### src/rtl/ps2_channel_pkg.sv
// Constants, register map and carrier types of the PS/2 channel controller.
// What this block does
// - Enabled receive mode floats clock and data quickly.
// - Setting transmit select pulls clock low.
// - Transmit write drives start bit 45-90 ns.
// - Transmit write releases clock 90-130 ns.
// - Released clock clears transmit idle within 1.7 us.
// - Data changes within 1 us after falling clock.
// - Select clears 3.5-7.1 us after last rise.
// - Idle flag sets within 500 ns of select clear.
// - Transmit idle set raises an interrupt.
// - Select low releases the data line, except in TX_WAIT and TX_SHIFT.
// - Receive samples data on each falling clock.
// - Ready flag sets within 1.6 us of 11th fall.
// - Receive register read clears ready flag.
// - Clock held low until receive register read.
// - Ready flag set raises an interrupt.
// - Disabled channel drives clock low, data floats.
`default_nettype none
package ps2_channel_pkg;
    // Clock rate in kHz, used to turn times into cycle counts.
    localparam int ClkKhz = 125000;
    // Start-bit delay after a transmit write, in ns (window 45..90).
    localparam int StartDelayNs = 60;
    localparam int StartDelayCyc = (StartDelayNs * ClkKhz + 999999) / 1000000;
    // Clock-release delay after a transmit write, in ns (window 90..130).
    localparam int ReleaseDelayNs = 100;
    localparam int ReleaseDelayCyc = (ReleaseDelayNs * ClkKhz + 999999) / 1000000;
    // End-of-transmit delay before select clears, in ns (window 3.5..7.1 us).
    localparam int EndDelayNs = 4000;
    localparam int EndDelayCyc = (EndDelayNs * ClkKhz + 999999) / 1000000;
    localparam int CntW = 10;
    // Wishbone word offsets (byte addresses).
    localparam logic [3:0] CtrlAddr = 4'h0;
    localparam logic [3:0] StatAddr = 4'h4;
    localparam logic [3:0] TxAddr = 4'h8;
    localparam logic [3:0] RxAddr = 4'hC;
    // Control register field positions.
    localparam int CtrlEnBit = 0;
    localparam int CtrlTrBit = 1;
    // Status register field positions.
    localparam int StatIdleBit = 0;
    localparam int StatRdyBit = 1;
    localparam int StatParErrBit = 2;
    localparam int StatIrqBit = 3;
    // Frame length in clocked bits.
    localparam logic [3:0] FrameBits = 4'hB;
    localparam logic [3:0] ParityIdx = 4'hA;
    // Transmitter states.
    typedef enum logic [2:0] {TX_OFF, TX_INHIBIT, TX_WAIT, TX_SHIFT, TX_END} txState_e;
    // Open-drain pin drive pair per line: output value, active-low enable.
    typedef struct packed {
        logic clkOut;
        logic clkOe_n;
        logic datOut;
        logic datOe_n;
    } pinDrive_s;
endpackage
`default_nettype wire

### src/rtl/ps2_channel_controller.sv
// PS/2 channel controller with a classic Wishbone register slave.
//
// Decided for this implementation: the address map and register access over Wishbone.
`default_nettype none
module ps2_channel_controller (
    input wire logic ref_clk,
    input wire logic reset_n,
    input wire logic wb_cyc_i,
    input wire logic wb_stb_i,
    input wire logic wb_we_i,
    input wire logic [3:0] wb_adr_i,
    input wire logic [3:0] wb_sel_i,
    input wire logic [31:0] wb_dat_i,
    output logic [31:0] wb_dat_o,
    output logic wb_ack_o,
    input wire logic serialClockIn,
    output logic serialClockOut,
    output logic serialClockOe_n,
    input wire logic serialDataIn,
    output logic serialDataOut,
    output logic serialDataOe_n,
    output logic irq
);
    // Two-stage synchronisers for both pins.
    logic clkMeta_ff, clkSync_ff, clkPrev_ff;
    logic datMeta_ff, datSync_ff;
    // Control bits written by firmware.
    logic enable_ff, trSel_ff;
    // Status flags.
    logic idle_ff, rdy_ff, parErr_ff;
    // Transmit shift data and receive data.
    logic [7:0] txData_ff, rxData_ff;
    logic [10:0] rxShift_ff;
    logic [3:0] bitCnt_ff;
    // Width of the shared delay counter, taken from the package.
    localparam int DelayW = ps2_channel_pkg::CntW;
    // Delay counter shared by the start, release and end-of-frame waits.
    logic [DelayW-1:0] delay_ff;
    logic rxHold_ff;
    logic startSeen_ff;
    ps2_channel_pkg::txState_e state_ff;
    ps2_channel_pkg::pinDrive_s pins_ff;
    logic [31:0] rdData_ff;
    logic ack_ff;
    logic irq_ff;
    logic idlePrev_ff, rdyPrev_ff;
    localparam logic [DelayW-1:0] StartCnt = DelayW'(ps2_channel_pkg::StartDelayCyc);
    localparam logic [DelayW-1:0] RelCnt = DelayW'(ps2_channel_pkg::ReleaseDelayCyc);
    localparam logic [DelayW-1:0] EndCnt = DelayW'(ps2_channel_pkg::EndDelayCyc);

    // Odd parity of a byte, used by both directions.
    function automatic logic oddPar(input logic [7:0] d);
        oddPar = ~^d;
    endfunction

    // Bus decode as named wires.
    wire busReq = wb_cyc_i & wb_stb_i & ~ack_ff;
    wire wrLow = busReq & wb_we_i & wb_sel_i[0];
    wire ctrlWr = wrLow & (wb_adr_i == ps2_channel_pkg::CtrlAddr);
    wire txWr = wrLow & (wb_adr_i == ps2_channel_pkg::TxAddr);
    wire rxRd = busReq & ~wb_we_i & (wb_adr_i == ps2_channel_pkg::RxAddr);
    wire clkFall = clkPrev_ff & ~clkSync_ff;
    wire clkRise = ~clkPrev_ff & clkSync_ff;
    // A transmit write is honoured only while inhibiting with the select set.
    wire txStart = txWr & (state_ff == ps2_channel_pkg::TX_INHIBIT);
    wire txDone = (state_ff == ps2_channel_pkg::TX_END) & (delay_ff == '0);
    wire [3:0] rxCntNext = bitCnt_ff + 4'h1;
    wire rxFrameEnd = enable_ff & ~trSel_ff & ~rxHold_ff & clkFall
                      & (rxCntNext == ps2_channel_pkg::FrameBits);
    // Transmit bit chosen by position: start, data, parity, stop.
    wire txBit = (bitCnt_ff == 4'h0) ? 1'b0 :
                 (bitCnt_ff < 4'h9) ? txData_ff[bitCnt_ff[2:0] - 3'h1] :
                 (bitCnt_ff == 4'h9) ? oddPar(txData_ff) : 1'b1;
    // Read multiplexer, unmapped addresses read zero.
    wire [31:0] ctrlVal = {30'h0, trSel_ff, enable_ff};
    wire [31:0] statVal = {28'h0, irq_ff, parErr_ff, rdy_ff, idle_ff};
    wire [31:0] rdMux = (wb_adr_i == ps2_channel_pkg::CtrlAddr) ? ctrlVal :
                        (wb_adr_i == ps2_channel_pkg::StatAddr) ? statVal :
                        (wb_adr_i == ps2_channel_pkg::TxAddr) ? {24'h0, txData_ff} :
                        (wb_adr_i == ps2_channel_pkg::RxAddr) ? {24'h0, rxData_ff} : 32'h0;

    // Pin synchronisers; the first stage feeds only the second.
    always_ff @(posedge ref_clk) begin
        clkMeta_ff <= serialClockIn;
        clkSync_ff <= clkMeta_ff;
        clkPrev_ff <= clkSync_ff;
        datMeta_ff <= serialDataIn;
        datSync_ff <= datMeta_ff;
    end

    // Wishbone slave: one-cycle acknowledge, dropped the cycle after.
    always_ff @(posedge ref_clk) begin
        if (!reset_n) begin
            ack_ff <= 1'b0;
            rdData_ff <= 32'h0;
        end else begin
            ack_ff <= busReq;
            rdData_ff <= busReq ? rdMux : 32'h0;
        end
    end

    // Control register; hardware clearing of the select wins over firmware.
    always_ff @(posedge ref_clk) begin
        if (!reset_n) begin
            enable_ff <= 1'b0;
            trSel_ff <= 1'b0;
        end else begin
            if (ctrlWr) begin
                enable_ff <= wb_dat_i[ps2_channel_pkg::CtrlEnBit];
                trSel_ff <= wb_dat_i[ps2_channel_pkg::CtrlTrBit];
            end
            if (txDone) begin
                trSel_ff <= 1'b0;
            end
        end
    end

    // Transmitter sequencer with its delay counter.
    always_ff @(posedge ref_clk) begin
        if (!reset_n) begin
            state_ff <= ps2_channel_pkg::TX_OFF;
            delay_ff <= '0;
            txData_ff <= 8'h0;
            startSeen_ff <= 1'b0;
        end else begin
            if (delay_ff != '0) begin
                delay_ff <= delay_ff - DelayW'(1);
            end
            case (state_ff)
                ps2_channel_pkg::TX_OFF: begin
                    // Select set while enabled: go inhibit the peripheral.
                    if (enable_ff && trSel_ff) begin
                        state_ff <= ps2_channel_pkg::TX_INHIBIT;
                    end
                end
                ps2_channel_pkg::TX_INHIBIT: begin
                    if (!enable_ff || !trSel_ff) begin
                        state_ff <= ps2_channel_pkg::TX_OFF;
                    end else if (txStart) begin
                        txData_ff <= wb_dat_i[7:0];
                        delay_ff <= RelCnt;
                        startSeen_ff <= 1'b0;
                        state_ff <= ps2_channel_pkg::TX_WAIT;
                    end
                end
                ps2_channel_pkg::TX_WAIT: begin
                    // Clock released once the release delay runs out.
                    if (delay_ff == '0) begin
                        state_ff <= ps2_channel_pkg::TX_SHIFT;
                    end
                end
                ps2_channel_pkg::TX_SHIFT: begin
                    // The peripheral's eleventh rising edge ends the frame.
                    if (clkRise && startSeen_ff && bitCnt_ff == ps2_channel_pkg::FrameBits) begin
                        delay_ff <= EndCnt;
                        state_ff <= ps2_channel_pkg::TX_END;
                    end
                    if (clkFall) begin
                        startSeen_ff <= 1'b1;
                    end
                end
                ps2_channel_pkg::TX_END: begin
                    if (delay_ff == '0) begin
                        state_ff <= ps2_channel_pkg::TX_OFF;
                    end
                end
                default: begin
                    state_ff <= ps2_channel_pkg::TX_OFF;
                end
            endcase
            // Disabling the channel aborts any transmit at once.
            if (!enable_ff) begin
                state_ff <= ps2_channel_pkg::TX_OFF;
            end
        end
    end

    // Bit counter shared by both directions, advanced on falling clock edges.
    always_ff @(posedge ref_clk) begin
        if (!reset_n) begin
            bitCnt_ff <= 4'h0;
        end else if (!enable_ff || state_ff == ps2_channel_pkg::TX_INHIBIT
                     || state_ff == ps2_channel_pkg::TX_END
                     || rxFrameEnd || rxHold_ff) begin
            // Cleared after a transmit too, so a later reception starts at zero.
            bitCnt_ff <= 4'h0;
        end else if (clkFall && bitCnt_ff != ps2_channel_pkg::FrameBits) begin
            bitCnt_ff <= rxCntNext;
        end
    end

    // Receive shift register and data capture, least significant bit first.
    always_ff @(posedge ref_clk) begin
        if (!reset_n) begin
            rxShift_ff <= 11'h0;
            rxData_ff <= 8'h0;
            parErr_ff <= 1'b0;
        end else if (enable_ff && !trSel_ff && !rxHold_ff && clkFall) begin
            rxShift_ff <= {datSync_ff, rxShift_ff[10:1]};
            if (rxFrameEnd) begin
                // Byte sits in bits 2..9 while the stop bit is shifting in
                rxData_ff <= rxShift_ff[9:2];
                parErr_ff <= (oddPar(rxShift_ff[9:2]) != rxShift_ff[10]) | ~datSync_ff;
            end
        end
    end

    // Status flags; a new frame setting ready wins over a clearing read.
    always_ff @(posedge ref_clk) begin
        if (!reset_n) begin
            idle_ff <= 1'b1;
            rdy_ff <= 1'b0;
            rxHold_ff <= 1'b0;
        end else begin
            if (state_ff == ps2_channel_pkg::TX_WAIT && delay_ff == '0) begin
                idle_ff <= 1'b0;
            end else if (txDone) begin
                idle_ff <= 1'b1;
            end
            if (rxFrameEnd) begin
                rdy_ff <= 1'b1;
                rxHold_ff <= 1'b1;
            end else if (rxRd) begin
                rdy_ff <= 1'b0;
                rxHold_ff <= 1'b0;
            end
            if (!enable_ff) begin
                rxHold_ff <= 1'b0;
            end
        end
    end

    // Interrupt pulses on the rising edge of either flag.
    always_ff @(posedge ref_clk) begin
        if (!reset_n) begin
            idlePrev_ff <= 1'b1;
            rdyPrev_ff <= 1'b0;
            irq_ff <= 1'b0;
        end else begin
            idlePrev_ff <= idle_ff;
            rdyPrev_ff <= rdy_ff;
            irq_ff <= (idle_ff & ~idlePrev_ff) | (rdy_ff & ~rdyPrev_ff);
        end
    end

    // Pin drivers: lines are only pulled low, never driven high.
    always_ff @(posedge ref_clk) begin
        if (!reset_n) begin
            pins_ff <= '{clkOut: 1'b0, clkOe_n: 1'b0, datOut: 1'b0, datOe_n: 1'b1};
        end else begin
            pins_ff.clkOut <= 1'b0;
            pins_ff.datOut <= 1'b0;
            if (!enable_ff) begin
                pins_ff.clkOe_n <= 1'b0;
                pins_ff.datOe_n <= 1'b1;
            end else if (state_ff == ps2_channel_pkg::TX_INHIBIT) begin
                pins_ff.clkOe_n <= 1'b0;
                pins_ff.datOe_n <= 1'b1;
            end else if (state_ff == ps2_channel_pkg::TX_WAIT) begin
                // Start bit low early, clock held until the release delay ends.
                pins_ff.clkOe_n <= (delay_ff == '0);
                pins_ff.datOe_n <= (delay_ff > RelCnt - StartCnt);
            end else if (state_ff == ps2_channel_pkg::TX_SHIFT) begin
                pins_ff.clkOe_n <= 1'b1;
                // Next bit put out right after the falling edge
                pins_ff.datOe_n <= (bitCnt_ff >= ps2_channel_pkg::FrameBits - 4'h1) | txBit;
            end else if (state_ff == ps2_channel_pkg::TX_END || trSel_ff) begin
                pins_ff.clkOe_n <= 1'b1;
                pins_ff.datOe_n <= 1'b1;
            end else begin
                pins_ff.clkOe_n <= ~rxHold_ff;
                pins_ff.datOe_n <= 1'b1;
            end
        end
    end

    assign wb_dat_o = rdData_ff;
    assign wb_ack_o = ack_ff;
    assign irq = irq_ff;
    assign serialClockOut = pins_ff.clkOut;
    assign serialClockOe_n = pins_ff.clkOe_n;
    assign serialDataOut = pins_ff.datOut;
    assign serialDataOe_n = pins_ff.datOe_n;
endmodule
`default_nettype wire

### config.mk
export PLATFORM = sky130hd
export DESIGN_NAME = ps2_channel_controller
export DESIGN_NICKNAME = d
export VERILOG_FILES = /design/src/rtl/ps2_channel_pkg.sv /design/src/rtl/ps2_channel_controller.sv
export SDC_FILE = /design/constraint.sdc
export NUM_CORES = 1
export LEC_CHECK = 0
export BUFFER_PORTS_ARGS = -buffer_cell sky130_fd_sc_hd__buf_2
export CAP_MARGIN = 10
export CORE_UTILIZATION = 40
export DETAILED_ROUTE_END_ITERATION = 10
export GPL_TIMING_DRIVEN = 0
export PLACE_DENSITY = 0.72
export SLEW_MARGIN = 20
export SYNTH_ARGS = -nofsm -noshare
export SYNTH_HDL_FRONTEND = slang
export SYNTH_SLANG_ARGS = --single-unit
### constraint.sdc
create_clock -name ref_clk -period 2.1 [get_ports ref_clk]
set_input_delay 0.42 -clock ref_clk [delete_from_list [all_inputs] [get_ports ref_clk]]
set_output_delay 0.42 -clock ref_clk [all_outputs]
set_load 0.01 [all_outputs]
==> impl_metrics.csv, run 1 <==
group,metric,value,unit
synthesis,synth_xor_xnor_area_share,6.91,%
drt,vias_per_cell,4.81,
layout,area_growth,18.5,%
clock_network,clk_pin_slew_worst_paths,70,ps
critical_path,crit_arrival,2250,ps
drt,drt_iter0_drc,165,
pwr,ir_worst_vdd,639,uV
global_routing,first_global_vias,2381,
drt,route.detailed.drc,0,
placement,place_hpwl,5020,um
global_routing,grt.total_usage,16.8,%
drt,antenna_violating_nets_post_route,0,
pwr,power-per-cell-area,909,nW/um^2
floorplanning,pin_count,85,
critical_path,critical_path.startpoint_type,"register",
synthesis,post_synth_fa_ha_maj_area_fraction,2.60,%
status,outcome,"completed",
clock_network,clock_sink_count,68,
layout,fillerInstances,780,
pwr,cellInternalPower,0.00258,W
drt,number_of_optimization_iterations_in_the_first_detailed_route_pass,4,
floorplanning,core,8180,sq um
clock_network,ctsHoldBuffers,0,
floorplanning,floorplan.die.width,93.7,um
floorplanning,core.rowCount,33,
layout,post_route_cells_drive_above_1_share,23.8,%
clock_network,clk_root_buffer_cell,"clkbuf_8",
synthesis,synthArstFlopShare,0,%
synthesis,post-synth-top-area-fraction,40.4,%
timing,portion_of_the_clock_cycle_consumed_by_the_worst_path_in_the_final_layout,93.5,%
critical_path,path_common_cell,"a2bb2oi_1",
layout,final_core_util,48.8,%
critical_path,worst_setup_path_end_kind,"register",
timing,timing_hold_violations_final,0,
timing,post_route_skew,8.92,ps
worst_hold_path,hold_path.class,"input port to register",
drt,drt-wirelength-per-cell,12.8,um
floorplanning,start_util,41.2,%
critical_path,ordered_cell_list_for_the_critical_path,"ha_1 > nand3b_4 > nor3_2 > a2bb2oi_1 > a2bb2oi_1 > a41o_1",
synthesis,synthCells,354,
layout,n_antenna_cell,0,
synthesis,syn-mean-instance-area,9.51,sq um
synthesis,synth.distinct_cells,57,
pwr,power_frac_comb,22.9,%
critical_path,critPathSlowestCell,"dfxtp_1",
synthesis,largest_family_of_logic_cells_by_synthesized_area,"simple AND/OR/NAND/NOR gates",
drt,overall_via_count_from_detail_route,2548,
synthesis,synthesis.yosys.warnings,0,
synthesis,synthSimpleGateAreaFrac,20.4,%
global_routing,antenna_found_initial,0,
timing,tightest_slew,563,ps
global_routing,global_route.overflow_total,0,
pwr,power.sequential.fraction,41.4,%
worst_hold_path,timing.hold.worst.start,"serialClockIn",
synthesis,netlist_area,3370,sq um
timing,finalCriticalPeriod,1960,ps
synthesis,synth.cells.most_frequent,"68 x dfxtp_1, 47 x nor2_1, 32 x mux2i_1",
synthesis,number_of_synthesized_flops_with_an_enable_pin,0,
critical_path,worst_setup_path_startpoint,"bitCnt_ff[1]",
clock_network,clock_tree_from_tritoncts,"yes",
run,drv.max_cap_violation_count,0,
timing,finalSetupViolations,0,
pwr,p_sw_share,28.9,%
floorplanning,die_h,93.7,um
clock_network,cts_max_path_bufs,2,
drt,top_layer,"met4",
timing,rsz0062_at_grt,"no",
global_routing,largest_net_degree_at_the_start_of_global_routing,13,
synthesis,ys_seq_area_share,40.4,%
critical_path,worst-path-max-fanout,8,
critical_path,worst_path_largest_cell_delay,490,ps
synthesis,yosys-top-cells-area,"dfxtp_1 40%, mux2i_1 9.5%, buf_4 6.0%",
drt,met2_wirelength,3140,um
pwr,power.static_leakage,1.79,nW
critical_path,setup.worst_path.class,"register to register",
synthesis,synth_compound_area_share,7.66,%
timing,fin_setup_tns,0,ps
synthesis,synth.area.mux_share,12.5,%
synthesis,yosysMostFrequentCell,"dfxtp_1",
synthesis,dominant_cell_type_by_area_after_synthesis,"dfxtp_1",
clock_network,tritoncts.num_buffers,9,
critical_path,critPathRequiredTime,2390,ps
timing,slew_headroom,62.4,%
critical_path,reg2reg_from,"bitCnt_ff[1]",
placement,place.gp.congestion,0.854,
timing,clock.fmax,0.509,GHz
pwr,clockPowerShare,35.7,%
drt,met1_length,3180,um
timing,report.final.slew_viol_count,0,
synthesis,synth-seq-cells,68,
synthesis,synth_ff_type,"dfxtp_1",
placement,io_buffers,30,
global_routing,global_route_wire_length_before_repair,11400,um
clock_network,htree_levels,3,
floorplanning,dieArea,8790,sq um
drt,route.final.wire_length,6770,um
drt,dr_wl_met3,355,um
layout,final_nets,474,
pwr,switching_power,0.00105,W
clock_network,worst_skew_pair.late_latency,350,ps
-- logic make-up after synthesis --
kind of cell / after synthesis
simple gates: 123
flops: 68
buf+inv: 51
compound gates: 42
mux: 37
xor+xnor: 25
fa+ha+maj: 7
other cells: 1
-- area by class of cell --
type                       instances  area [sq um]  area share (%)
buffer                            41           279            6.99
multi-input combinational        260          1790            44.8
sequential                        68          1360            34.2
clock buffer                      10           128            3.20
clock inverter                     6           113            2.82
timing repair buffer              30           150            3.76
tap                              105           131            3.29
inverter                          10          37.5           0.941
-- metrics by stage --
stage	hold WS (ps)	worst slack [ps]	power [W]	instances	instance area [sq um]
floorplan	310	416	0.00220	379	3460
finish	173	137	0.00362	530	3990
global route	152	46.2	0.00383	530	3990
CTS	158	140	0.00365	530	3980
detailed placement	313	48.1	0.00235	514	3740
global placement	311	57.5	0.00233	514	3740
-- sequential cells by signal, indices dropped and copies added, names as in the netlist, 3 cells and up --
name        flops
bitCnt_ff       4
delay_ff       10
rxData_ff       8
rxShift_ff      9
state_ff        3
txData_ff       8
wb_dat_o        8
-- layout by cell type, fill, tap and decap left out, drive strengths merged, types with 3 or more instances in the layout --
cell	count
dfxtp	68
buf	67
nor2	47
mux2i	32
conb	26
nand2	24
a21oi	20
xnor2	19
clkbuf	14
nand3	11
inv	9
ha	7
o21ai	7
nor4	6
xor2	5
and3	4
nand2b	4
mux4	4
nand3b	4
nand4	4
nor3	4
clkinv	4
or3	3
bufinv	3
-- timing repair --
item	4_1_cts	5_1_grt
resized for setup	0	2
setup buffers	0	0
setup endpoints to repair	0	3
-- power groups by stage --
stage               sequential, W  clock, W  combinational (W)
global placement          0.00153         0           0.000801
detailed placement        0.00153         0           0.000823
floorplan                 0.00151         0           0.000691
CTS                       0.00150   0.00132           0.000827
global route              0.00152   0.00138           0.000933
finish                    0.00150   0.00129           0.000831
-- critical path: cells and delay by family, from the launching register on --
kind                       cells  cell delay, ps
AOI/OAI and AO/OA              3             710
adders and majority gates      1             310
and+or+nand+nor                2             400
DFF                            1             490
-- layer usage --
metal	GRT usage, %	vias to the layer above
li1	-	1296
met1	21.5	1176
met2	26.6	66
met3	5.66	10
met4	5.00	0
met5	0	-
-- worst paths after layout --
check / slack [ps] / cells past startpoint / to
max: 140 / 6 / state_ff[1]
min: 170 / 1 / clkMeta_ff
max reg2reg: 140 / 6 / state_ff[1]
min reg2reg: 330 / 0 / datSync_ff
No activity file was read; power rests on OpenSTA's default activity.
==> run 2: changes to the inputs <==
--- a/config.mk
+++ b/config.mk
@@ -10,7 +10,7 @@
 export CORE_UTILIZATION = 40
 export DETAILED_ROUTE_END_ITERATION = 10
 export GPL_TIMING_DRIVEN = 0
-export PLACE_DENSITY = 0.72
+export PLACE_DENSITY_LB_ADDON = 0.3
 export SLEW_MARGIN = 20
 export SYNTH_ARGS = -nofsm -noshare
 export SYNTH_HDL_FRONTEND = slang
==> run 2 against run 1 <==
Against the previous run:
- combinational power about the same
- cell area up 0.53%
- total power increased by 2.7%
- hold slack better by 9.3 ps
- global-route usage increased by 0.30 points
- non-clock buffer count is the same
- die area stayed put
- sequential share of layout area is 0.18 points lower
- wire length increased by 2.6%
- register-to-register slack better by 80 ps
- cell count fell by 0.19%
==> impl_metrics.csv, run 2 (synthesis gave the netlist of run 1 again) <==
group,metric,value,unit
drt,vias_per_cell,4.87,
timing,timing.final.ws_setup,216,ps
global_routing,global_route_wire_length_before_repair,11700,um
critical_path,worst-path-max-fanout,8,
clock_network,ctsHoldBuffers,0,
pwr,power-per-cell-area,928,nW/um^2
drt,number_of_optimization_iterations_in_the_first_detailed_route_pass,4,
clock_network,cts_max_path_bufs,2,
layout,layout_commonest_cell,"dfxtp_1",
drt,drt_iter0_drc,128,
placement,place_hpwl,5080,um
layout,reg.largest.list,"delay_ff (10), rxShift_ff (9)",
placement,place_ws,19.5,ps
floorplanning,pin_count,85,
drt,route.final.wire_length,6940,um
timing,finalCriticalPeriod,1880,ps
layout,final_nets,474,
pwr,power.static_leakage,1.80,nW
floorplanning,floorplan.die.width,93.7,um
critical_path,ordered_cell_list_for_the_critical_path,"ha_2 > nand3b_4 > nor3_4 > a2bb2oi_1 > a2bb2oi_1 > mux2i_1",
critical_path,critPathRequiredTime,2370,ps
critical_path,path_common_cell,"a2bb2oi_1",
drt,route.detailed.drc,0,
drt,drt-wirelength-per-cell,13.1,um
timing,report.final.slew_viol_count,0,
global_routing,first_global_vias,2464,
critical_path,worst_path_largest_cell_delay,470,ps
placement,io_buffers,30,
critical_path,critical_path.startpoint_type,"register",
timing,post_route_skew,9.48,ps
timing,clock.fmax,0.531,GHz
clock_network,clock_tree_from_tritoncts,"yes",
layout,largest_register,"delay_ff",
clock_network,clk_pin_slew_worst_paths,70,ps
layout,fillerInstances,790,
timing,fin_setup_tns,0,ps
timing,tightest_slew,587,ps
timing,timing_hold_violations_final,0,
global_routing,grt.total_usage,17.1,%
clock_network,clk_root_buffer_cell,"clkbuf_8",
drt,overall_via_count_from_detail_route,2576,
status,outcome,"completed",
global_routing,antenna_found_initial,0,
worst_hold_path,hold_path.class,"input port to register",
critical_path,worst_setup_path_end_kind,"register",
timing,rsz0062_at_grt,"no",
timing,portion_of_the_clock_cycle_consumed_by_the_worst_path_in_the_final_layout,89.7,%
timing,finalSetupViolations,0,
timing,timing.hold.ws,183,ps
drt,antenna_violating_nets_post_route,0,
layout,n_antenna_cell,0,
placement,place.gp.congestion,0.793,
pwr,ir_worst_vdd,359,uV
floorplanning,core,8180,sq um
clock_network,tritoncts.num_buffers,9,
layout,area_growth,19.1,%
layout,post_route_cells_drive_above_1_share,23.8,%
floorplanning,start_util,41.2,%
layout,mostFrequentLayoutCells,"67 x dfxtp_1, 47 x nor2_1, 37 x buf_2",
layout,largest_reg_flops,10,
critical_path,crit_arrival,2150,ps
critical_path,critPathSlowestCell,"dfxtp_1",
timing,slew_headroom,60.9,%
clock_network,clock_sink_count,68,
floorplanning,core.rowCount,33,
clock_network,worst_skew_pair.late_latency,340,ps
global_routing,global_route.overflow_total,0,
global_routing,largest_net_degree_at_the_start_of_global_routing,12,
floorplanning,die_h,93.7,um
clock_network,cts.repair_timing.setup_buffer_count,0,
run,drv.max_cap_violation_count,0,
critical_path,setup.worst_path.class,"register to register",
floorplanning,dieArea,8790,sq um
clock_network,htree_levels,3,
-- run 2: cell types whose count changed in the layout (fill, tap and decap cells not counted) --
cell,change
nor3_4,+1
ha_2,+1
bufinv_16,+1
nor3_2,-1
ha_1,-1
clkinv_4,-2
-- run 2: critical path: cells and delay by family, from the launching register on --
kind	cells	cell delay [ps]
fa+ha+maj	1	290
compound gates	2	470
mux	1	220
flops	1	470
simple gates	2	360
-- run 2: worst paths after layout --
| check | startpoint | end | slack, ps | depth (start not counted) |
|---|---|---|---|---|
| max | bitCnt_ff[1] | state_ff[0] | 220 | 6 |
| min | serialDataIn | datMeta_ff | 180 | 1 |
| max reg2reg | bitCnt_ff[1] | state_ff[0] | 220 | 6 |
| min reg2reg | datMeta_ff | datSync_ff | 330 | 0 |
-- run 2: metal layers --
metal / global-route usage [%] / part of all wire, %
met5: 0 / 0
met4: 4.74 / 0.58
met3: 3.88 / 3.5
met2: 30.3 / 50
met1: 20.6 / 46
-- run 2: where the power goes --
group / switching [W] / leakage [nW] / total [W] / internal, W
combinational: 0.000431 / 1.12 / 0.000833 / 0.000401
sequential: 0.000120 / 0.552 / 0.00150 / 0.00138
clock: 0.000485 / 0.126 / 0.00139 / 0.000901
total: 0.00104 / 1.80 / 0.00372 / 0.00269
-- run 2: per-stage QoR --
| step | power [W] | cells | instance area [sq um] | utilization [%] |
|---|---|---|---|---|
| after detailed placement | 0.00235 | 514 | 3740 | 45.8 |
| after global placement | 0.00234 | 514 | 3740 | 45.8 |
| after CTS | 0.00375 | 529 | 4000 | 48.9 |
| final | 0.00372 | 529 | 4010 | 49.1 |
| after global routing | 0.00390 | 529 | 4010 | 49.1 |
| after floorplan | 0.00220 | 379 | 3460 | - |
-- run 2: final cells by class --
cell class / count / area, sq um / share of cell area [%]
well taps: 105 / 131 / 3.28
inverters: 10 / 37.5 / 0.936
repair buffers: 30 / 150 / 3.74
clock inverters: 5 / 125 / 3.12
flip-flops and latches: 68 / 1360 / 34.0
plain buffers: 41 / 279 / 6.96
multi-input cells: 260 / 1800 / 44.8
clock buffers: 10 / 128 / 3.18
-- run 2: what timing repair did --
| action | CTS | global route |
|---|---|---|
| gates resized for setup | 0 | 4 |
| endpoints found under the setup margin | 0 | 7 |
| endpoints found under the hold margin | 0 | 0 |
==> run 3: changes to the inputs <==
==> constraint.sdc (replaced) <==
create_clock -name ref_clk -period 1.64 [get_ports ref_clk]
set_input_delay 0.328 -clock ref_clk [delete_from_list [all_inputs] [get_ports ref_clk]]
set_output_delay 0.328 -clock ref_clk [all_outputs]
set_load 0.01 [all_outputs]
==> run 3 against run 2 <==
Against the previous run:
- the flow now finishes with violations (setup timing)
- count of clock-buffer cells in the layout did not move
- total power rose by 21%
- non-clock buffer count rose by 12
- first-iteration DRC count fell by 0.78%
- critical endpoint is now rxData_ff[6]
- largest cell class unchanged
- largest power group unchanged
==> impl_metrics.csv, run 3 (synthesis gave the netlist of run 1 again) <==
group,metric,value,unit
critical_path,critPathRequiredTime,1850,ps
timing,tightest_slew,587,ps
pwr,power.sequential.fraction,43.3,%
global_routing,global_route.overflow_total,0,
global_routing,first_global_vias,2499,
critical_path,worst_path_largest_cell_delay,370,ps
floorplanning,die_h,93.7,um
placement,place_area,3740,sq um
pwr,clockPowerShare,29.7,%
layout,mostFrequentLayoutCells,"60 x dfxtp_1, 46 x nor2_1, 38 x buf_4",
pwr,ir_worst_vdd,446,uV
timing,post_route_skew,16.3,ps
clock_network,worst_skew_pair.late_latency,350,ps
run,drv.max_cap_violation_count,0,
drt,route.final.wire_length,7660,um
critical_path,critical_path.startpoint_type,"register",
pwr,switching_power,0.00144,W
floorplanning,pin_count,85,
layout,layout_commonest_cell,"dfxtp_1",
global_routing,global_route_wire_length_before_repair,12200,um
status,outcome,"finished, violations left",
layout,area_of_the_multi_input_gates,1940,sq um
timing,finalCriticalPeriod,1650,ps
critical_path,critPathSlowestCell,"dfxtp_4",
layout,largest_reg_flops,10,
clock_network,tritoncts.num_buffers,9,
drt,drt_iter0_drc,127,
pwr,p_sw_share,31.9,%
timing,clock.fmax,0.608,GHz
placement,place_hpwl,5300,um
layout,post_route_cells_drive_above_1_share,31.7,%
critical_path,crit_buf_inv,2,
clock_network,clk_pin_slew_worst_paths,80,ps
clock_network,cts_max_path_bufs,2,
timing,report.final.slew_viol_count,0,
pwr,power_frac_comb,27.0,%
placement,post-place-cells,514,
clock_network,clock_sink_count,68,
drt,overall_via_count_from_detail_route,2665,
clock_network,htree_levels,3,
drt,antenna_violating_nets_post_route,0,
global_routing,largest_net_degree_at_the_start_of_global_routing,12,
floorplanning,dieArea,8790,sq um
layout,final_nets,486,
layout,largest_register,"delay_ff",
layout,layoutNonFillerInstCount,541,
worst_hold_path,timing.hold.worst.start,"serialDataIn",
layout,reg.largest.list,"delay_ff (10), rxShift_ff (9)",
floorplanning,start_util,41.2,%
critical_path,reg2reg_from,"bitCnt_ff[0]",
pwr,cellInternalPower,0.00307,W
critical_path,ordered_cell_list_for_the_critical_path,"buf_4 > nand3_2 > xnor2_2 > nand4_4 > clkbuf_16 > mux2i_1 > nor2_1",
placement,place_ws,-364,ps
critical_path,worst-path-max-fanout,5,
clock_network,clock_tree_from_tritoncts,"yes",
floorplanning,core,8180,sq um
timing,portion_of_the_clock_cycle_consumed_by_the_worst_path_in_the_final_layout,100,%
floorplanning,core.rowCount,33,
critical_path,worst_setup_path_startpoint,"bitCnt_ff[0]",
timing,timing_hold_violations_final,0,
drt,drt-wirelength-per-cell,14.2,um
critical_path,crit_arrival,1860,ps
timing,finalSetupViolations,3,
layout,design_area,4230,sq um
timing,slew_headroom,60.9,%
worst_hold_path,hold_path.class,"input port to register",
global_routing,antenna_found_initial,0,
layout,n_antenna_cell,0,
layout,fillerInstances,737,
pwr,power-per-cell-area,1070,nW/um^2
global_routing,grt.total_usage,18.3,%
critical_path,setup.worst_path.class,"register to register",
timing,timing.final.ws_setup,-6.06,ps
placement,io_buffers,30,
drt,number_of_optimization_iterations_in_the_first_detailed_route_pass,4,
layout,area_growth,25.6,%
critical_path,worst_path_dominant_cell_family,"flip-flops",
pwr,total_power,0.00451,W
drt,vias_per_cell,4.93,
clock_network,clk_root_buffer_cell,"clkbuf_8",
critical_path,worst_setup_path_end_kind,"register",
timing,fin_setup_tns,-8.64,ps
pwr,power.static_leakage,1.87,nW
drt,route.detailed.drc,0,
status,violations_in_the_final_reports,"setup timing",
placement,place.gp.congestion,0.829,
timing,rsz0062_at_grt,"yes",
floorplanning,floorplan.die.width,93.7,um
layout,ff_latch_area,1380,sq um
==> run 3: changes by cell type in the layout (fill, tap and decap cells not counted), sizes merged <==
cell    delta
bufinv     -3
clkinv     +3
buf       +10
clkbuf     +2
==> run 3: stage by stage <==
step,hold WS [ps],utilization [%]
after floorplan,310,-
after global placement,312,45.8
after detailed placement,315,45.8
after CTS,59.5,49.6
after global routing,52.4,51.7
final,73.0,51.7
==> run 3: metal layers <==
layer | global-route usage [%] | routed length (um)
met1 | 22.6 | 3390
met2 | 30.2 | 3850
met3 | 5.26 | 286
met4 | 6.67 | 138
met5 | 0 | 0
==> run 3: power groups by stage <==
| stage | logic [W] | clock network, W | registers (W) |
|---|---|---|---|
| floorplan | 0.000885 | 0 | 0.00193 |
| global placement | 0.00103 | 0 | 0.00196 |
| detailed placement | 0.00107 | 0 | 0.00196 |
| CTS | 0.00109 | 0.00137 | 0.00194 |
| global route | 0.00135 | 0.00144 | 0.00197 |
| finish | 0.00122 | 0.00134 | 0.00196 |
==> run 3: repair_timing <==
item,CTS,global route
pin swaps,2,8
hold buffers,0,0
endpoints found under the setup margin,31,32
hold endpoints to repair,0,0
gates cloned,0,1
buffers inserted,6,6
resized for setup,17,30
==> run 3: path summary, 6_finish.rpt <==
path / slack, ps / endpoint / depth (start not counted)
setup / recovery: -6 / rxData_ff[6] / 7
hold / removal: 70 / datMeta_ff / 1
setup reg to reg: -6 / rxData_ff[6] / 7
hold reg to reg: 330 / clkSync_ff / 0
==> run 3: area by class of cell <==
cell class              instances  share of cell area [%]
multi-input cells             260                    45.8
flip-flops and latches         68                    32.5
plain buffers                  40                    7.04
repair buffers                 43                    6.36
well taps                     105                    3.11
clock buffers                  10                    3.02
clock inverters                 5                    1.27
inverters                      10                   0.888
